`src/hdl/usc_pkg.sv`:
```
// Constants and register map of the UART shadow control block
// Functional notes
// - Break shadow and line control break bit are one flip-flop.
// - Break set, loopback off: serial output held low until break clears.
// - Break set in infrared mode: infrared output pulses while break holds.
// - Break in loopback: fed to own receiver, external output not forced.
// - DMA mode shadow mirrors FIFO control DMA bit; selects request mode.
// - FIFO enable shadow mirrors FIFO control enable; gates both FIFOs.
// - FIFO enable falling resets both FIFO controllers to empty.
// - RX trigger shadow mirrors trigger field; sets data-available threshold.
// - In DMA mode 1 the RX request follows the same RX threshold.
package usc_pkg;
    // Register byte addresses
    localparam logic [31:0] BREAK_SHADOW_ADDR = 32'h5000_1190;
    localparam logic [31:0] DMA_MODE_SHADOW_ADDR = 32'h5000_1194;
    localparam logic [31:0] FIFO_ENABLE_SHADOW_ADDR = 32'h5000_1198;
    localparam logic [31:0] RX_TRIGGER_SHADOW_ADDR = 32'h5000_119C;
    localparam logic [31:0] FIFO_CONTROL_ADDR = 32'h5000_1008;
    localparam logic [31:0] LINE_CONTROL_ADDR = 32'h5000_100C;
    localparam logic [31:0] MODEM_CONTROL_ADDR = 32'h5000_1010;
    localparam logic [31:0] INT_STATUS_ADDR = 32'h5000_1200;
    localparam logic [31:0] INT_ENABLE_ADDR = 32'h5000_1204;
    localparam logic [31:0] INT_CLEAR_ADDR = 32'h5000_1208;

    // Field positions
    localparam int LCR_BREAK_BIT = 6;
    localparam int MCR_LOOP_BIT = 4;
    localparam int MCR_SIR_BIT = 6;
    localparam int FCR_FIFO_EN_BIT = 0;
    localparam int FCR_DMA_MODE_BIT = 3;
    localparam int FCR_RX_TRIG_LSB = 6;
    localparam int FCR_RX_TRIG_MSB = 7;

    // Receive trigger codes
    localparam logic [1:0] RX_TRIG_ONE = 2'h0;
    localparam logic [1:0] RX_TRIG_HALF_A = 2'h1;
    localparam logic [1:0] RX_TRIG_HALF_B = 2'h2;
    localparam logic [1:0] RX_TRIG_FULL_M2 = 2'h3;

    // Interrupt event bits
    localparam int EV_BREAK = 0;
    localparam int EV_FLUSH = 1;
    localparam int EV_RX_AVAIL = 2;
    localparam int EV_W = 3;

    // Reset values
    localparam logic [7:0] LCR_RESET = 8'h00;
    localparam logic [6:0] MCR_RESET = 7'h00;
    localparam logic [1:0] RX_TRIG_RESET = 2'h0;
    localparam logic [EV_W-1:0] INT_RESET = 3'h0;
    localparam logic [31:0] RDATA_RESET = 32'h0000_0000;

    // Timing of the infrared break pulse train
    localparam int CLK_PERIOD_NS = 8;
    localparam int SIR_PULSE_NS = 1600;
    localparam int SIR_PERIOD_NS = 8680;
    localparam int SIR_PULSE_CYC =
        (SIR_PULSE_NS + CLK_PERIOD_NS - 1) / CLK_PERIOD_NS;
    localparam int SIR_PERIOD_CYC = SIR_PERIOD_NS / CLK_PERIOD_NS;
    localparam int SIR_CNT_W = 12;
endpackage : usc_pkg

```
`src/hdl/usc_fifo_if.sv`:
```
// Control and request signals between register file and DMA request logic
`timescale 1ns/1ns
interface usc_fifo_if #(
    parameter int LVL_W = 5
);
    logic fifo_en;
    logic dma_mode;
    logic [1:0] rx_trig;
    logic [LVL_W-1:0] rx_level;
    logic [LVL_W-1:0] tx_level;
    logic rx_avail;
    logic dma_rx_req_n;
    logic dma_tx_req_n;

    modport ctrl (
        output fifo_en, dma_mode, rx_trig, rx_level, tx_level,
        input rx_avail, dma_rx_req_n, dma_tx_req_n
    );
    modport req (
        input fifo_en, dma_mode, rx_trig, rx_level, tx_level,
        output rx_avail, dma_rx_req_n, dma_tx_req_n
    );
endinterface : usc_fifo_if

```
`src/hdl/usc_dma_req.sv`:
```
// Receive threshold, data-available flag and DMA request generation
`timescale 1ns/1ns
module usc_dma_req
    import usc_pkg::*;
#(
    parameter int DEPTH = 16,
    parameter int LVL_W = 5
) (
    input wire logic i_mclk,
    input wire logic i_nrst,
    usc_fifo_if.req fif
);
    // Thresholds assume a power-of-two depth and a level one bit wider
    if (DEPTH < 4 || (DEPTH & (DEPTH - 1)) != 0 ||
            LVL_W != $clog2(DEPTH) + 1) begin : g_depth_check
        $error("usc_dma_req: DEPTH must be a power of two >= 4");
    end

    localparam logic [LVL_W-1:0] LVL_ONE = LVL_W'(1);
    localparam logic [LVL_W-1:0] LVL_HALF = LVL_W'(DEPTH / 2);
    localparam logic [LVL_W-1:0] LVL_FULL_M2 = LVL_W'(DEPTH - 2);
    localparam logic [LVL_W-1:0] LVL_FULL = LVL_W'(DEPTH);

    logic [LVL_W-1:0] thr;
    logic [LVL_W-1:0] dma_thr;
    logic rx_avail_q;
    logic rx_req_n_q;
    logic tx_req_n_q;

    // Trigger decode; a disabled FIFO behaves as one character deep
    always_comb begin
        thr = LVL_ONE;
        if (fif.fifo_en) begin
            unique case (fif.rx_trig)
                RX_TRIG_ONE: thr = LVL_ONE;
                RX_TRIG_HALF_A: thr = LVL_HALF;
                RX_TRIG_HALF_B: thr = LVL_HALF;
                RX_TRIG_FULL_M2: thr = LVL_FULL_M2;
            endcase
        end
        // Mode 0 asks on any character, mode 1 on the threshold
        dma_thr = (fif.dma_mode && fif.fifo_en) ? thr : LVL_ONE;
    end

    // Received data available level
    always_ff @(posedge i_mclk or negedge i_nrst) begin
        if (!i_nrst) begin
            rx_avail_q <= 1'b0;
        end else begin
            rx_avail_q <= (fif.rx_level >= thr);
        end
    end

    // RX request holds until the FIFO drains, so bursts are not cut short
    always_ff @(posedge i_mclk or negedge i_nrst) begin
        if (!i_nrst) begin
            rx_req_n_q <= 1'b1;
        end else if (fif.rx_level == '0) begin
            rx_req_n_q <= 1'b1;
        end else if (fif.rx_level >= dma_thr) begin
            rx_req_n_q <= 1'b0;
        end
    end

    // TX request: mode 0 only while empty, mode 1 until full
    always_ff @(posedge i_mclk or negedge i_nrst) begin
        if (!i_nrst) begin
            tx_req_n_q <= 1'b1;
        end else if (fif.tx_level == '0) begin
            tx_req_n_q <= 1'b0;
        end else if (!(fif.dma_mode && fif.fifo_en) ||
                     fif.tx_level >= LVL_FULL) begin
            tx_req_n_q <= 1'b1;
        end
    end

    assign fif.rx_avail = rx_avail_q;
    assign fif.dma_rx_req_n = rx_req_n_q;
    assign fif.dma_tx_req_n = tx_req_n_q;
endmodule : usc_dma_req

```
`src/hdl/usc_shadow_ctrl.sv`:
```
// UART shadow control registers with APB slave and serial output control
`timescale 1ns/1ns
module usc_shadow_ctrl
    import usc_pkg::*;
#(
    parameter int DEPTH = 16,
    parameter int LVL_W = 5
) (
    input wire logic i_mclk,
    input wire logic i_nrst,
    input wire logic i_psel,
    input wire logic i_penable,
    input wire logic i_pwrite,
    input wire logic [31:0] i_paddr,
    input wire logic [31:0] i_pwdata,
    output logic [31:0] o_prdata,
    output logic o_pready,
    output logic o_pslverr,
    input wire logic i_tx_serial,
    input wire logic i_tx_sir_n,
    input wire logic [LVL_W-1:0] i_rx_fifo_level,
    input wire logic [LVL_W-1:0] i_tx_fifo_level,
    output logic o_sout,
    output logic o_sir_out_n,
    output logic o_loop_rx,
    output logic o_loopback,
    output logic o_fifo_enable,
    output logic o_fifo_flush,
    output logic o_dma_mode,
    output logic [1:0] o_rx_trigger,
    output logic o_rx_avail,
    output logic o_dma_rx_req_n,
    output logic o_dma_tx_req_n,
    output logic o_irq
);
    // Pulse counter is SIR_CNT_W bits; a longer period would wrap early
    if (SIR_PULSE_CYC >= SIR_PERIOD_CYC ||
            SIR_PERIOD_CYC >= (1 << SIR_CNT_W)) begin : g_sir_check
        $error("usc_shadow_ctrl: infrared pulse timing out of range");
    end

    localparam logic [SIR_CNT_W-1:0] SIR_PULSE = SIR_CNT_W'(SIR_PULSE_CYC);
    localparam logic [SIR_CNT_W-1:0] SIR_LAST =
        SIR_CNT_W'(SIR_PERIOD_CYC - 1);

    // Control bundle shared with the DMA request logic
    usc_fifo_if #(.LVL_W(LVL_W)) fif ();

    // Control state
    logic [7:0] lcr_q;
    logic [6:0] mcr_q;
    logic fifo_en_q;
    logic dma_mode_q;
    logic [1:0] rx_trig_q;
    logic [EV_W-1:0] int_stat_q;
    logic [EV_W-1:0] int_en_q;
    logic irq_q;

    // Bus side
    logic setup;
    logic wr_acc;
    logic [31:0] rdata_d;
    logic hit;
    logic [31:0] prdata_q;
    logic pready_q;
    logic pslverr_q;

    // Serial side
    logic [SIR_CNT_W-1:0] sir_cnt_q;
    logic sir_pulse;
    logic sout_q;
    logic sir_q;
    logic loop_rx_q;
    logic flush_q;
    logic break_d1_q;
    logic avail_d1_q;
    logic [EV_W-1:0] ev;

    // Control fields the serial side acts on
    wire brk = lcr_q[LCR_BREAK_BIT];
    wire loop_en = mcr_q[MCR_LOOP_BIT];
    wire sir_en = mcr_q[MCR_SIR_BIT];

    // Setup phase latches the answer; the write lands in the access phase
    assign setup = i_psel && !i_penable;
    assign wr_acc = i_psel && i_penable && pready_q && i_pwrite && !pslverr_q;

    // Read mux over live fields, so either write path shows at once
    always_comb begin
        rdata_d = RDATA_RESET;
        hit = 1'b1;
        unique case (i_paddr)
            BREAK_SHADOW_ADDR: rdata_d[0] = brk;
            DMA_MODE_SHADOW_ADDR: rdata_d[0] = dma_mode_q;
            FIFO_ENABLE_SHADOW_ADDR: rdata_d[0] = fifo_en_q;
            RX_TRIGGER_SHADOW_ADDR: rdata_d[1:0] = rx_trig_q;
            LINE_CONTROL_ADDR: rdata_d[7:0] = lcr_q;
            MODEM_CONTROL_ADDR: rdata_d[6:0] = mcr_q;
            FIFO_CONTROL_ADDR: begin
                rdata_d[FCR_FIFO_EN_BIT] = fifo_en_q;
                rdata_d[FCR_DMA_MODE_BIT] = dma_mode_q;
                rdata_d[FCR_RX_TRIG_MSB:FCR_RX_TRIG_LSB] = rx_trig_q;
            end
            INT_STATUS_ADDR: rdata_d[EV_W-1:0] = int_stat_q;
            INT_ENABLE_ADDR: rdata_d[EV_W-1:0] = int_en_q;
            INT_CLEAR_ADDR: rdata_d = RDATA_RESET;
            default: hit = 1'b0;
        endcase
    end

    // APB answer: ready in the first access cycle, error on unmapped
    always_ff @(posedge i_mclk or negedge i_nrst) begin
        if (!i_nrst) begin
            prdata_q <= RDATA_RESET;
            pready_q <= 1'b0;
            pslverr_q <= 1'b0;
        end else if (setup) begin
            prdata_q <= i_pwrite ? RDATA_RESET : rdata_d;
            pready_q <= 1'b1;
            pslverr_q <= !hit;
        end else begin
            pready_q <= 1'b0;
            pslverr_q <= 1'b0;
        end
    end

    // Line control; its break bit is the break shadow itself
    always_ff @(posedge i_mclk or negedge i_nrst) begin
        if (!i_nrst) begin
            lcr_q <= LCR_RESET;
        end else if (wr_acc && i_paddr == LINE_CONTROL_ADDR) begin
            lcr_q <= i_pwdata[7:0];
        end else if (wr_acc && i_paddr == BREAK_SHADOW_ADDR) begin
            lcr_q[LCR_BREAK_BIT] <= i_pwdata[0];
        end
    end

    // Modem control: loopback and infrared mode
    always_ff @(posedge i_mclk or negedge i_nrst) begin
        if (!i_nrst) begin
            mcr_q <= MCR_RESET;
        end else if (wr_acc && i_paddr == MODEM_CONTROL_ADDR) begin
            mcr_q <= i_pwdata[6:0];
        end
    end

    // FIFO enable from the control register or its shadow
    always_ff @(posedge i_mclk or negedge i_nrst) begin
        if (!i_nrst) begin
            fifo_en_q <= 1'b0;
        end else if (wr_acc && i_paddr == FIFO_CONTROL_ADDR) begin
            fifo_en_q <= i_pwdata[FCR_FIFO_EN_BIT];
        end else if (wr_acc && i_paddr == FIFO_ENABLE_SHADOW_ADDR) begin
            fifo_en_q <= i_pwdata[0];
        end
    end

    // DMA mode from the control register or its shadow
    always_ff @(posedge i_mclk or negedge i_nrst) begin
        if (!i_nrst) begin
            dma_mode_q <= 1'b0;
        end else if (wr_acc && i_paddr == FIFO_CONTROL_ADDR) begin
            dma_mode_q <= i_pwdata[FCR_DMA_MODE_BIT];
        end else if (wr_acc && i_paddr == DMA_MODE_SHADOW_ADDR) begin
            dma_mode_q <= i_pwdata[0];
        end
    end

    // Receive trigger from the control register or its shadow
    always_ff @(posedge i_mclk or negedge i_nrst) begin
        if (!i_nrst) begin
            rx_trig_q <= RX_TRIG_RESET;
        end else if (wr_acc && i_paddr == FIFO_CONTROL_ADDR) begin
            rx_trig_q <= i_pwdata[FCR_RX_TRIG_MSB:FCR_RX_TRIG_LSB];
        end else if (wr_acc && i_paddr == RX_TRIGGER_SHADOW_ADDR) begin
            rx_trig_q <= i_pwdata[1:0];
        end
    end

    // One-cycle flush of both FIFO controllers on enable falling
    always_ff @(posedge i_mclk or negedge i_nrst) begin
        if (!i_nrst) begin
            flush_q <= 1'b0;
        end else begin
            flush_q <= o_fifo_enable && !fifo_en_q;
        end
    end

    // Infrared pulse divider; free runs only while a break is sent
    always_ff @(posedge i_mclk or negedge i_nrst) begin
        if (!i_nrst) begin
            sir_cnt_q <= '0;
        end else if (!(brk && sir_en) || sir_cnt_q == SIR_LAST) begin
            sir_cnt_q <= '0;
        end else begin
            sir_cnt_q <= sir_cnt_q + 1'b1;
        end
    end
    // Low part of each period drives the infrared pulse
    assign sir_pulse = sir_cnt_q < SIR_PULSE;

    // Serial outputs; loopback keeps the line marking, break goes inside
    always_ff @(posedge i_mclk or negedge i_nrst) begin
        if (!i_nrst) begin
            sout_q <= 1'b1;
            sir_q <= 1'b1;
            loop_rx_q <= 1'b1;
        end else if (loop_en) begin
            sout_q <= 1'b1;
            sir_q <= 1'b1;
            loop_rx_q <= brk ? 1'b0 : i_tx_serial;
        end else begin
            sout_q <= brk ? 1'b0 : i_tx_serial;
            sir_q <= (brk && sir_en) ? !sir_pulse : i_tx_sir_n;
            loop_rx_q <= 1'b1;
        end
    end

    // Event edges for the interrupt block
    always_ff @(posedge i_mclk or negedge i_nrst) begin
        if (!i_nrst) begin
            break_d1_q <= 1'b0;
            avail_d1_q <= 1'b0;
        end else begin
            break_d1_q <= brk;
            avail_d1_q <= fif.rx_avail;
        end
    end

    // One-cycle event strobes toward the sticky status
    always_comb begin
        ev = '0;
        ev[EV_BREAK] = brk && !break_d1_q;
        ev[EV_FLUSH] = flush_q;
        ev[EV_RX_AVAIL] = fif.rx_avail && !avail_d1_q;
    end

    // Sticky status; a new event beats a clear in the same cycle
    always_ff @(posedge i_mclk or negedge i_nrst) begin
        if (!i_nrst) begin
            int_stat_q <= INT_RESET;
        end else if (wr_acc && i_paddr == INT_CLEAR_ADDR) begin
            int_stat_q <= (int_stat_q & ~i_pwdata[EV_W-1:0]) | ev;
        end else begin
            int_stat_q <= int_stat_q | ev;
        end
    end

    // Interrupt enable and level output
    always_ff @(posedge i_mclk or negedge i_nrst) begin
        if (!i_nrst) begin
            int_en_q <= INT_RESET;
            irq_q <= 1'b0;
        end else begin
            if (wr_acc && i_paddr == INT_ENABLE_ADDR) begin
                int_en_q <= i_pwdata[EV_W-1:0];
            end
            irq_q <= |(int_stat_q & int_en_q);
        end
    end

    // Shadowed controls toward the FIFO and DMA logic
    assign fif.fifo_en = fifo_en_q;
    assign fif.dma_mode = dma_mode_q;
    assign fif.rx_trig = rx_trig_q;
    assign fif.rx_level = i_rx_fifo_level;
    assign fif.tx_level = i_tx_fifo_level;

    usc_dma_req #(
        .DEPTH(DEPTH),
        .LVL_W(LVL_W)
    ) u_dma_req (
        .i_mclk(i_mclk),
        .i_nrst(i_nrst),
        .fif(fif.req)
    );

    // Outputs, each straight from a flip-flop
    assign o_prdata = prdata_q;
    assign o_pready = pready_q;
    assign o_pslverr = pslverr_q;
    assign o_sout = sout_q;
    assign o_sir_out_n = sir_q;
    assign o_loop_rx = loop_rx_q;
    assign o_loopback = mcr_q[MCR_LOOP_BIT];
    assign o_fifo_flush = flush_q;
    assign o_dma_mode = dma_mode_q;
    assign o_rx_trigger = rx_trig_q;
    assign o_rx_avail = fif.rx_avail;
    assign o_dma_rx_req_n = fif.dma_rx_req_n;
    assign o_dma_tx_req_n = fif.dma_tx_req_n;
    assign o_irq = irq_q;

    // Enable output register, also the previous value for the flush edge
    always_ff @(posedge i_mclk or negedge i_nrst) begin
        if (!i_nrst) begin
            o_fifo_enable <= 1'b0;
        end else begin
            o_fifo_enable <= fifo_en_q;
        end
    end
endmodule : usc_shadow_ctrl

```
`config.mk`:
```
export PLATFORM = sky130hd
export DESIGN_NAME = usc_shadow_ctrl
export DESIGN_NICKNAME = d
export VERILOG_FILES = /design/src/hdl/usc_pkg.sv /design/src/hdl/usc_fifo_if.sv /design/src/hdl/usc_dma_req.sv /design/src/hdl/usc_shadow_ctrl.sv
export SDC_FILE = /design/constraint.sdc
export NUM_CORES = 1
export LEC_CHECK = 0
export ABC_AREA = 1
export BUFFER_PORTS_ARGS = -buffer_cell sky130_fd_sc_hd__buf_2
export CORE_MARGIN = 2
export CORE_UTILIZATION = 45
export CTS_CLUSTER_DIAMETER = 50
export DETAILED_ROUTE_END_ITERATION = 16
export PLACE_DENSITY = 0.78
export SYNTH_ARGS = -nofsm -noshare
export SYNTH_HDL_FRONTEND = slang
export SYNTH_SLANG_ARGS = --single-unit
export TNS_END_PERCENT = 5
```
`constraint.sdc`:
```
create_clock -name i_mclk -period 1.8 [get_ports i_mclk]
set_input_delay 0.36 -clock i_mclk [delete_from_list [all_inputs] [get_ports i_mclk]]
set_output_delay 0.36 -clock i_mclk [all_outputs]
set_load 0.03 [all_outputs]
```
==> results of run 1 <==
==> worst max-delay path: stages (launching register included) <==
cell,delay [ns]
dfrtp_1,0.38
buf_4,0.17
nand4_1,0.15
ha_1,0.30
a21boi_0,0.13
o21a_1,0.17
o21ai_1,0.11
nand3b_1,0.09
a21oi_1,0.13
==> routing by layer <==
layer | GRT usage [%] | up-vias | routed length (um)
met5 | 0 | - | 0
met4 | 6.50 | 0 | 168
met3 | 5.24 | 16 | 661
met2 | 32.9 | 125 | 3910
met1 | 25.9 | 1486 | 3660
li1 | - | 1641 | -
==> registers in the layout, indices dropped and copies added, names as in the netlist, 2 cells and up <==
signal / flops
int_stat_q: 3
mcr_q: 7
int_en_q: 3
o_prdata: 8
sir_cnt_q: 12
o_rx_trigger: 2
lcr_q: 8
==> power by group <==
group / switching, W / internal (W) / leakage, nW
registers: 0.00000339 / 0.00131 / 0.749
logic: 0.000202 / 0.0000892 / 1.44
clock network: 0.000523 / 0.000918 / 0.114
==> synth_stat cells (3+ instances only) <==
library cell / number / share of area, %
dfstp_2: 5 / 3.7
buf_6: 3 / 0.94
nor2_2: 3 / 0.52
nor3b_1: 5 / 1.0
nor2_1: 45 / 4.7
inv_2: 7 / 0.73
nand2_1: 119 / 12
ha_1: 10 / 3.5
nand3_1: 30 / 4.2
o21ai_0: 15 / 2.1
nor2_4: 8 / 2.5
o21ai_2: 7 / 1.7
nand2_2: 8 / 1.4
inv_1: 65 / 6.8
nor3_1: 6 / 0.84
dfrtp_1: 53 / 37
buf_4: 25 / 5.2
o21ai_1: 17 / 2.4
a21oi_1: 6 / 0.84
==> cells by family (layout without fill, tap and decap cells) <==
group / Yosys count / in the layout
AOI/OAI and AO/OA: 61 / 61
buffers and inverters: 101 / 182
adders and majority gates: 10 / 10
other: 1 / 24
xor gates and xnor gates: 2 / 2
and+or+nand+nor: 236 / 236
DFF: 58 / 58
==> stage by stage <==
step / setup slack, ns / area (um2) / total power (W) / std cells / hold slack, ns
after floorplan: 0.00144 / 3680 / 0.00154 / 492 / 0.0644
after global placement: 0.0906 / 4100 / 0.00162 / 659 / 0.380
after detailed placement: 0.000458 / 4100 / 0.00163 / 659 / 0.384
after CTS: 0.00501 / 4340 / 0.00307 / 675 / 0.0176
after global routing: 0.0368 / 4340 / 0.00316 / 675 / 0.0396
final: 0.112 / 4340 / 0.00305 / 675 / 0.00146
==> layout make-up <==
| type | count | area, um2 |
|---|---|---|
| fill | 721 | 3390 |
| multi-input combinational | 333 | 1730 |
| sequential | 58 | 1460 |
| timing repair buffer | 93 | 513 |
| inverter | 73 | 274 |
| clock buffer | 11 | 131 |
| tap | 102 | 128 |
| clock inverter | 5 | 103 |
==> worst min path at each step <==
stage                 from           end  slack (ns)
floorplan           i_nrst    avail_d1_q        0.06
global placement    i_nrst  sir_cnt_q[8]        0.38
global route        i_nrst  sir_cnt_q[8]        0.04
finish              i_nrst  sir_cnt_q[8]       0.001
detailed placement  i_nrst  sir_cnt_q[8]        0.38
CTS                 i_nrst  sir_cnt_q[8]        0.02
==> timing repair <==
action	CTS	global route
resized for setup	0	2
hold buffers	0	0
setup endpoints to repair	0	1
==> summary.md, run 1 <==
| Metric | Value |
|---|---|
| Setup Buffers After CTS | 0 |
| FF-to-FF path depth | 8 |
| RR Endpoint | u_dma_req.fif.dma_rx_req_n |
| Core Area | 7730 um2 |
| Post-DP HPWL | 6490 um |
| Post-Synthesis Mean Instance Area | 7.65 um2 |
| Number of CTS-inserted buffers | 9 |
| Fmax | 0.593 GHz |
| Die height | 93.3 um |
| Worst r2r src | fif.fifo_en |
| Residual DRC | 0 |
| Post-synthesis sequential area ratio | 40.6% |
| Fin. Hold Viols | 0 |
| Max-Cap Viols | 0 |
| CTS H-Tree Depth | 3 |
| Vias in the first global route | 3057 |
| Post-Syn Area | 3590 um2 |
| Global route overflow | 0 |
| Critical Path Source Type | flip-flop |
| Distinct cell type count after synthesis | 42 |
| Clock Skew | 0.00786 ns |
| Maximum vdd drop | 0.439 mV |
| Most frequent cells in the layout | 119 x nand2_1, 79 x buf_2, 65 x inv_1 |
| Final Setup Violations | 0 |
| Leak Pwr | 2.30 nW |
| Number of antenna violations at the first check in global routing | 0 |
| Crit Path Category | flip-flop to flip-flop |
| Post-synth EDFFs | 0 |
| # rows | 32 |
| Largest net degree at the start of global routing | 59 |
| Routed len/inst | 12.4 um |
| Setup crit end | u_dma_req.fif.dma_rx_req_n |
| Skew-Pair Late Insertion Delay | 0.34 ns |
| Fin util | 56.1% |
| Synth async-reset ratio | 100% |
| CP Data Required Time | 2.07 ns |
| Final #Nets | 659 |
| Worst EP arrival | 1.96 ns |
| Share of cells above drive strength 1 | 27.4% |
| Min Tclk post-route | 1.69 ns |
| Hold Crit Class | primary input to async pin |
| Post-synthesis compound-gate area fraction | 11.0% |
| GP Congestion | 0.886 |
| Pwr Density | 702 nW/um2 |
| P&R area growth vs syn | 20.9% |
| Top-level port count | 128 |
| Yosys warning count | 0 |
| CTS clk-pin slew, worst paths | 0.07 ns |
| Simple-Gate Fraction of Synth Area | 30.5% |
| PortBufs | 79 |
| Mapped Cells | 469 |
| DR vias/cell | 4.84 |
| Primary FF master, synth | dfrtp_1 |
| CP startpoint | fif.fifo_en |
| GRT Util Overall | 20.1% |
| Die W | 93.3 um |
| Mux contribution to synthesized area | 0% |
| CTS Sinks | 58 |
| Final period util | 93.8% |
| Crit Path Max Fanout | 7 |
| Reg2reg setup slack | 0.11 ns |
| Setup TNS | 0 ns |
| Final Max Tran Viols | 0 |
| ANT nets after route | 0 |
| Diode count | 0 |
| First-pass GRT wire length | 13800 um |
| Worst setup EP type | flip-flop |
| FF+latch count, synth | 58 |
| CTS Buffer Depth | 2 |
| RSZ-0062 raised after global routing | false |
| Status | finished, final reports clean |
| Starting density of the core | 46.4% |
| Post-Synth Adder-Cell Area | 3.49% |
| Xor and xnor area share after synthesis | 0.488% |
| CTS tree | built |
| Die ar. | 8700 um2 |
| Total routed wirelength | 8400 um |
| Drt first pass iters | 4 |
| Largest family of logic cells by synthesized area | simple AND/OR/NAND/NOR gates |
| Commonest non-fill, non-tap cell in the layout | nand2_1 |
| Clock tree root driver cell | clkbuf_8 |
| Initial DRC count | 149 |
| Via count | 3268 |
Note: power is estimated with default switching activity, not from simulation.
==> run 2, diff against run 1 <==
--- a/config.mk
+++ b/config.mk
@@ -5,14 +5,15 @@
 export SDC_FILE = /design/constraint.sdc
 export NUM_CORES = 1
 export LEC_CHECK = 0
-export ABC_AREA = 1
 export BUFFER_PORTS_ARGS = -buffer_cell sky130_fd_sc_hd__buf_2
 export CORE_MARGIN = 2
-export CORE_UTILIZATION = 45
+export CORE_UTILIZATION = 46
+export CTS_BUF_LIST = sky130_fd_sc_hd__clkbuf_2
 export CTS_CLUSTER_DIAMETER = 50
 export DETAILED_ROUTE_END_ITERATION = 16
-export PLACE_DENSITY = 0.78
+export PLACE_DENSITY = 0.81
 export SYNTH_ARGS = -nofsm -noshare
 export SYNTH_HDL_FRONTEND = slang
+export SYNTH_HIERARCHICAL = 1
 export SYNTH_SLANG_ARGS = --single-unit
 export TNS_END_PERCENT = 5
==> run 2 against run 1 <==
  * Area after synthesis shrank 5.5%
  * Setup slack lost 0.026 ns
  * Global-route usage grew 1.3 points
  * Cell count shrank 18%
  * Design area shrank 2.8%
  * Clock power shrank 55%
  * Core utilization grew 2.6 points
  * Non-clock buffer count grew 30
  * Clock skew grew 0.024 ns
  * Die area shrank 7.2%
  * Largest cell class unchanged
  * Largest power group is now registers
==> summary.md, run 2 <==
| Metric | Value |
|---|---|
| Diode count | 0 |
| Primary FF master, synth | dfrtp_1 |
| Worst slew pin tran | 0.523 ns |
| Share of cells above drive strength 1 | 37.8% |
| Comb pwr share | 13.7% |
| Xor and xnor area share after synthesis | 2.32% |
| Seq pwr share | 58.0% |
| Fmax | 0.583 GHz |
| Post-synth top area cell | dfrtp_1 |
| Mux contribution to synthesized area | 7.34% |
| Seq. cell area | 1460 um2 |
| Crit Path Max Fanout | 5 |
| Min Tclk post-route | 1.71 ns |
| P_int | 0.00160 W |
| Die W | 89.9 um |
| Synth async-reset ratio | 100% |
| Worst r2r src | fif.fifo_en |
| Worst setup EP type | flip-flop |
| FF+latch count, synth | 58 |
| Design area | 4220 um2 |
| Slew HR | 64.3% |
| Residual DRC | 0 |
| Maximum vdd drop | 0.339 mV |
| Max reg flops | 12 |
| # rows | 31 |
| Clock tree root driver cell | clkbuf_2 |
| Vias in the first global route | 2968 |
| Starting density of the core | 47.3% |
| Setup TNS | 0 ns |
| CTS Buffer Depth | 2 |
| Initial DRC count | 190 |
| CTS H-Tree Depth | 3 |
| Post-synthesis sequential area ratio | 43.0% |
| CTS clk-pin slew, worst paths | 0.15 ns |
| ANT nets after route | 0 |
| Top cells by count, synth | 53 x dfrtp_1, 24 x buf_4, 24 x nor2_1 |
| Final period util | 95.2% |
| Commonest non-fill, non-tap cell in the layout | buf_2 |
| Number of antenna violations at the first check in global routing | 0 |
| Hold Crit Class | primary input to flip-flop |
| Worst hold start | i_tx_fifo_level[4] |
| Die ar. | 8070 um2 |
| Sw Share | 29.5% |
| Status | finished, final reports clean |
| Largest reg by FF count | sir_cnt_q |
| RSZ-0062 raised after global routing | false |
| Mapped Cells | 323 |
| Number of CTS-inserted buffers | 9 |
| GRT Util Overall | 21.4% |
| Top-area cell type share of the netlist area | 39.1% |
| Post-Synth Adder-Cell Area | 3.69% |
| Final instance count without filler cells | 551 |
| Yosys warning count | 6 |
| Post-Synthesis Mean Instance Area | 10.5 um2 |
| Fill count | 624 |
| Core Area | 7180 um2 |
| Worst path bufs/invs | 0 |
| Largest delay share family, worst path | simple AND/OR/NAND/NOR gates |
| Total routed wirelength | 8060 um |
| Max-Cap Viols | 0 |
| Pwr Density | 539 nW/um2 |
| CTS Sinks | 58 |
| Most frequent cells in the layout | 79 x buf_2, 53 x dfrtp_1, 42 x buf_4 |
| Fin. Hold Viols | 0 |
| Largest family of logic cells by synthesized area | simple AND/OR/NAND/NOR gates |
| Simple-Gate Fraction of Synth Area | 22.1% |
| Crit Path Category | flip-flop to flip-flop |
| Largest net degree at the start of global routing | 46 |
| Routed len/inst | 14.6 um |
| Most common cell in the netlist | dfrtp_1 |
| CP startpoint | fif.fifo_en |
| Die height | 89.9 um |
| Post-DP HPWL | 6410 um |
| CTS tree | built |
| Via count | 2885 |
| Skew-Pair Late Insertion Delay | 0.49 ns |
| Final #Nets | 538 |
| Clock power share | 28.3% |
| Area of the multi-input gates | 1750 um2 |
| First-pass GRT wire length | 13900 um |
| Distinct cell type count after synthesis | 72 |
| P&R area growth vs syn | 24.4% |
| Global route overflow | 0 |
| Critical Path Source Type | flip-flop |
| WHS | 0.0724 ns |
| Post-Syn Area | 3390 um2 |
| Switching power | 0.000671 W |
| Drt first pass iters | 4 |
| Largest cells by area after synthesis | dfrtp_1 39%, buf_4 5.3%, dfstp_2 3.9%, ha_1 3.7%, mux2_1 3.7% |
| Pwr Total | 0.00227 W |
| CP Data Required Time | 2.17 ns |
| Final Max Tran Viols | 0 |
| Max incr delay on CP | 0.47 ns |
| Final Setup Violations | 0 |
| Clock Skew | 0.0323 ns |
| Reg2reg setup slack | 0.09 ns |
| GP Congestion | 0.857 |
| Dpl cells | 534 |
| Leak Pwr | 2.11 nW |
| Critical-path top delay cell | or4_1 |
| Critical path cell sequence | nand3_1, ha_1, a21oi_1, nor2b_1, or4_1 |
| Dpl cell area | 4130 um2 |
| Top-level port count | 128 |
| DR vias/cell | 5.24 |
| Worst EP arrival | 2.08 ns |
| Post-synthesis compound-gate area fraction | 12.9% |
| Post-synth EDFFs | 0 |
| PortBufs | 79 |
[run 2: cell count changes after synthesis, sizes merged, moves of 6 or more]
cell | previous run | this run
nand2 | 129 | 23
inv | 72 | 17
nor2 | 56 | 24
o21ai | 39 | 12
nand3 | 30 | 9
mux2 | 0 | 18
nor4 | 2 | 12
clkbuf | 0 | 6
or3 | 0 | 6
[run 2: layout make-up]
cell class / count / share of cell area, %
clock buffer: 11 / 1.31
sequential: 58 / 34.6
clock inverter: 5 / 0.534
tap: 99 / 2.94
multi-input combinational: 238 / 41.6
inverter: 17 / 1.51
timing repair buffer: 123 / 17.6
[run 2: kinds of logic (layout without fill, tap and decap cells)]
logic type / Yosys count / count (layout)
AO/OA/AOI/OAI: 59 / 59
XOR/XNOR: 9 / 9
adder cells (fa/ha/maj): 10 / 10
buffers and inverters: 50 / 156
flip-flops: 58 / 58
multiplexers: 20 / 20
other: 1 / 24
AND/OR/NAND/NOR: 116 / 116
[run 2: what timing repair did]
item,4_1_cts,5_1_grt
endpoints found under the hold margin,13,0
endpoints found under the setup margin,0,0
gates resized for setup,0,0
hold buffers,1,0
buffers inserted,0,0
[run 2: per-stage QoR]
stage                     utilization (%)  setup WS [ns]
after floorplan                         -        -0.0680
after global placement               57.5         -0.230
after detailed placement             57.5         -0.283
after CTS                            58.8         0.0692
after global routing                 58.8         0.0124
final                                58.8         0.0862
[run 2: path summary, 6_finish.rpt]
path	to	cells past startpoint
worst max-delay path	u_dma_req/fif.rx_avail	5
worst min-delay path	u_dma_req/fif.dma_tx_req_n	2
worst max register to register	u_dma_req/fif.rx_avail	5
worst min register to register	int_stat_q[0]	1
max in group asynchronous	u_dma_req/fif.dma_rx_req_n	3
min in group asynchronous	o_prdata[2]	2
[run 2: worst register-to-register path, stage by stage (launching register included)]
cell	delay, ns
dfrtp_1	0.45
nand3_1	0.13
ha_1	0.31
a21oi_1	0.18
nor2b_1	0.07
or4_1	0.47
[run 2: routing by layer]
metal	wire length, um	global-route usage (%)	vias up	share of wire [%]
li1	-	-	1386	-
met1	3380	25.8	1394	42
met2	4070	37.4	89	50
met3	469	5.11	16	5.8
met4	138	7.56	0	1.7
met5	0	0	-	0
[run 2: power by group through the flow]
stage	clock network, W	logic (W)	registers [W]
after global placement	0	0.000301	0.00134
after floorplan	0	0.000169	0.00136
after detailed placement	0	0.000311	0.00134
final	0.000643	0.000312	0.00132
after CTS	0.000669	0.000314	0.00132
after global routing	0.000715	0.000340	0.00132
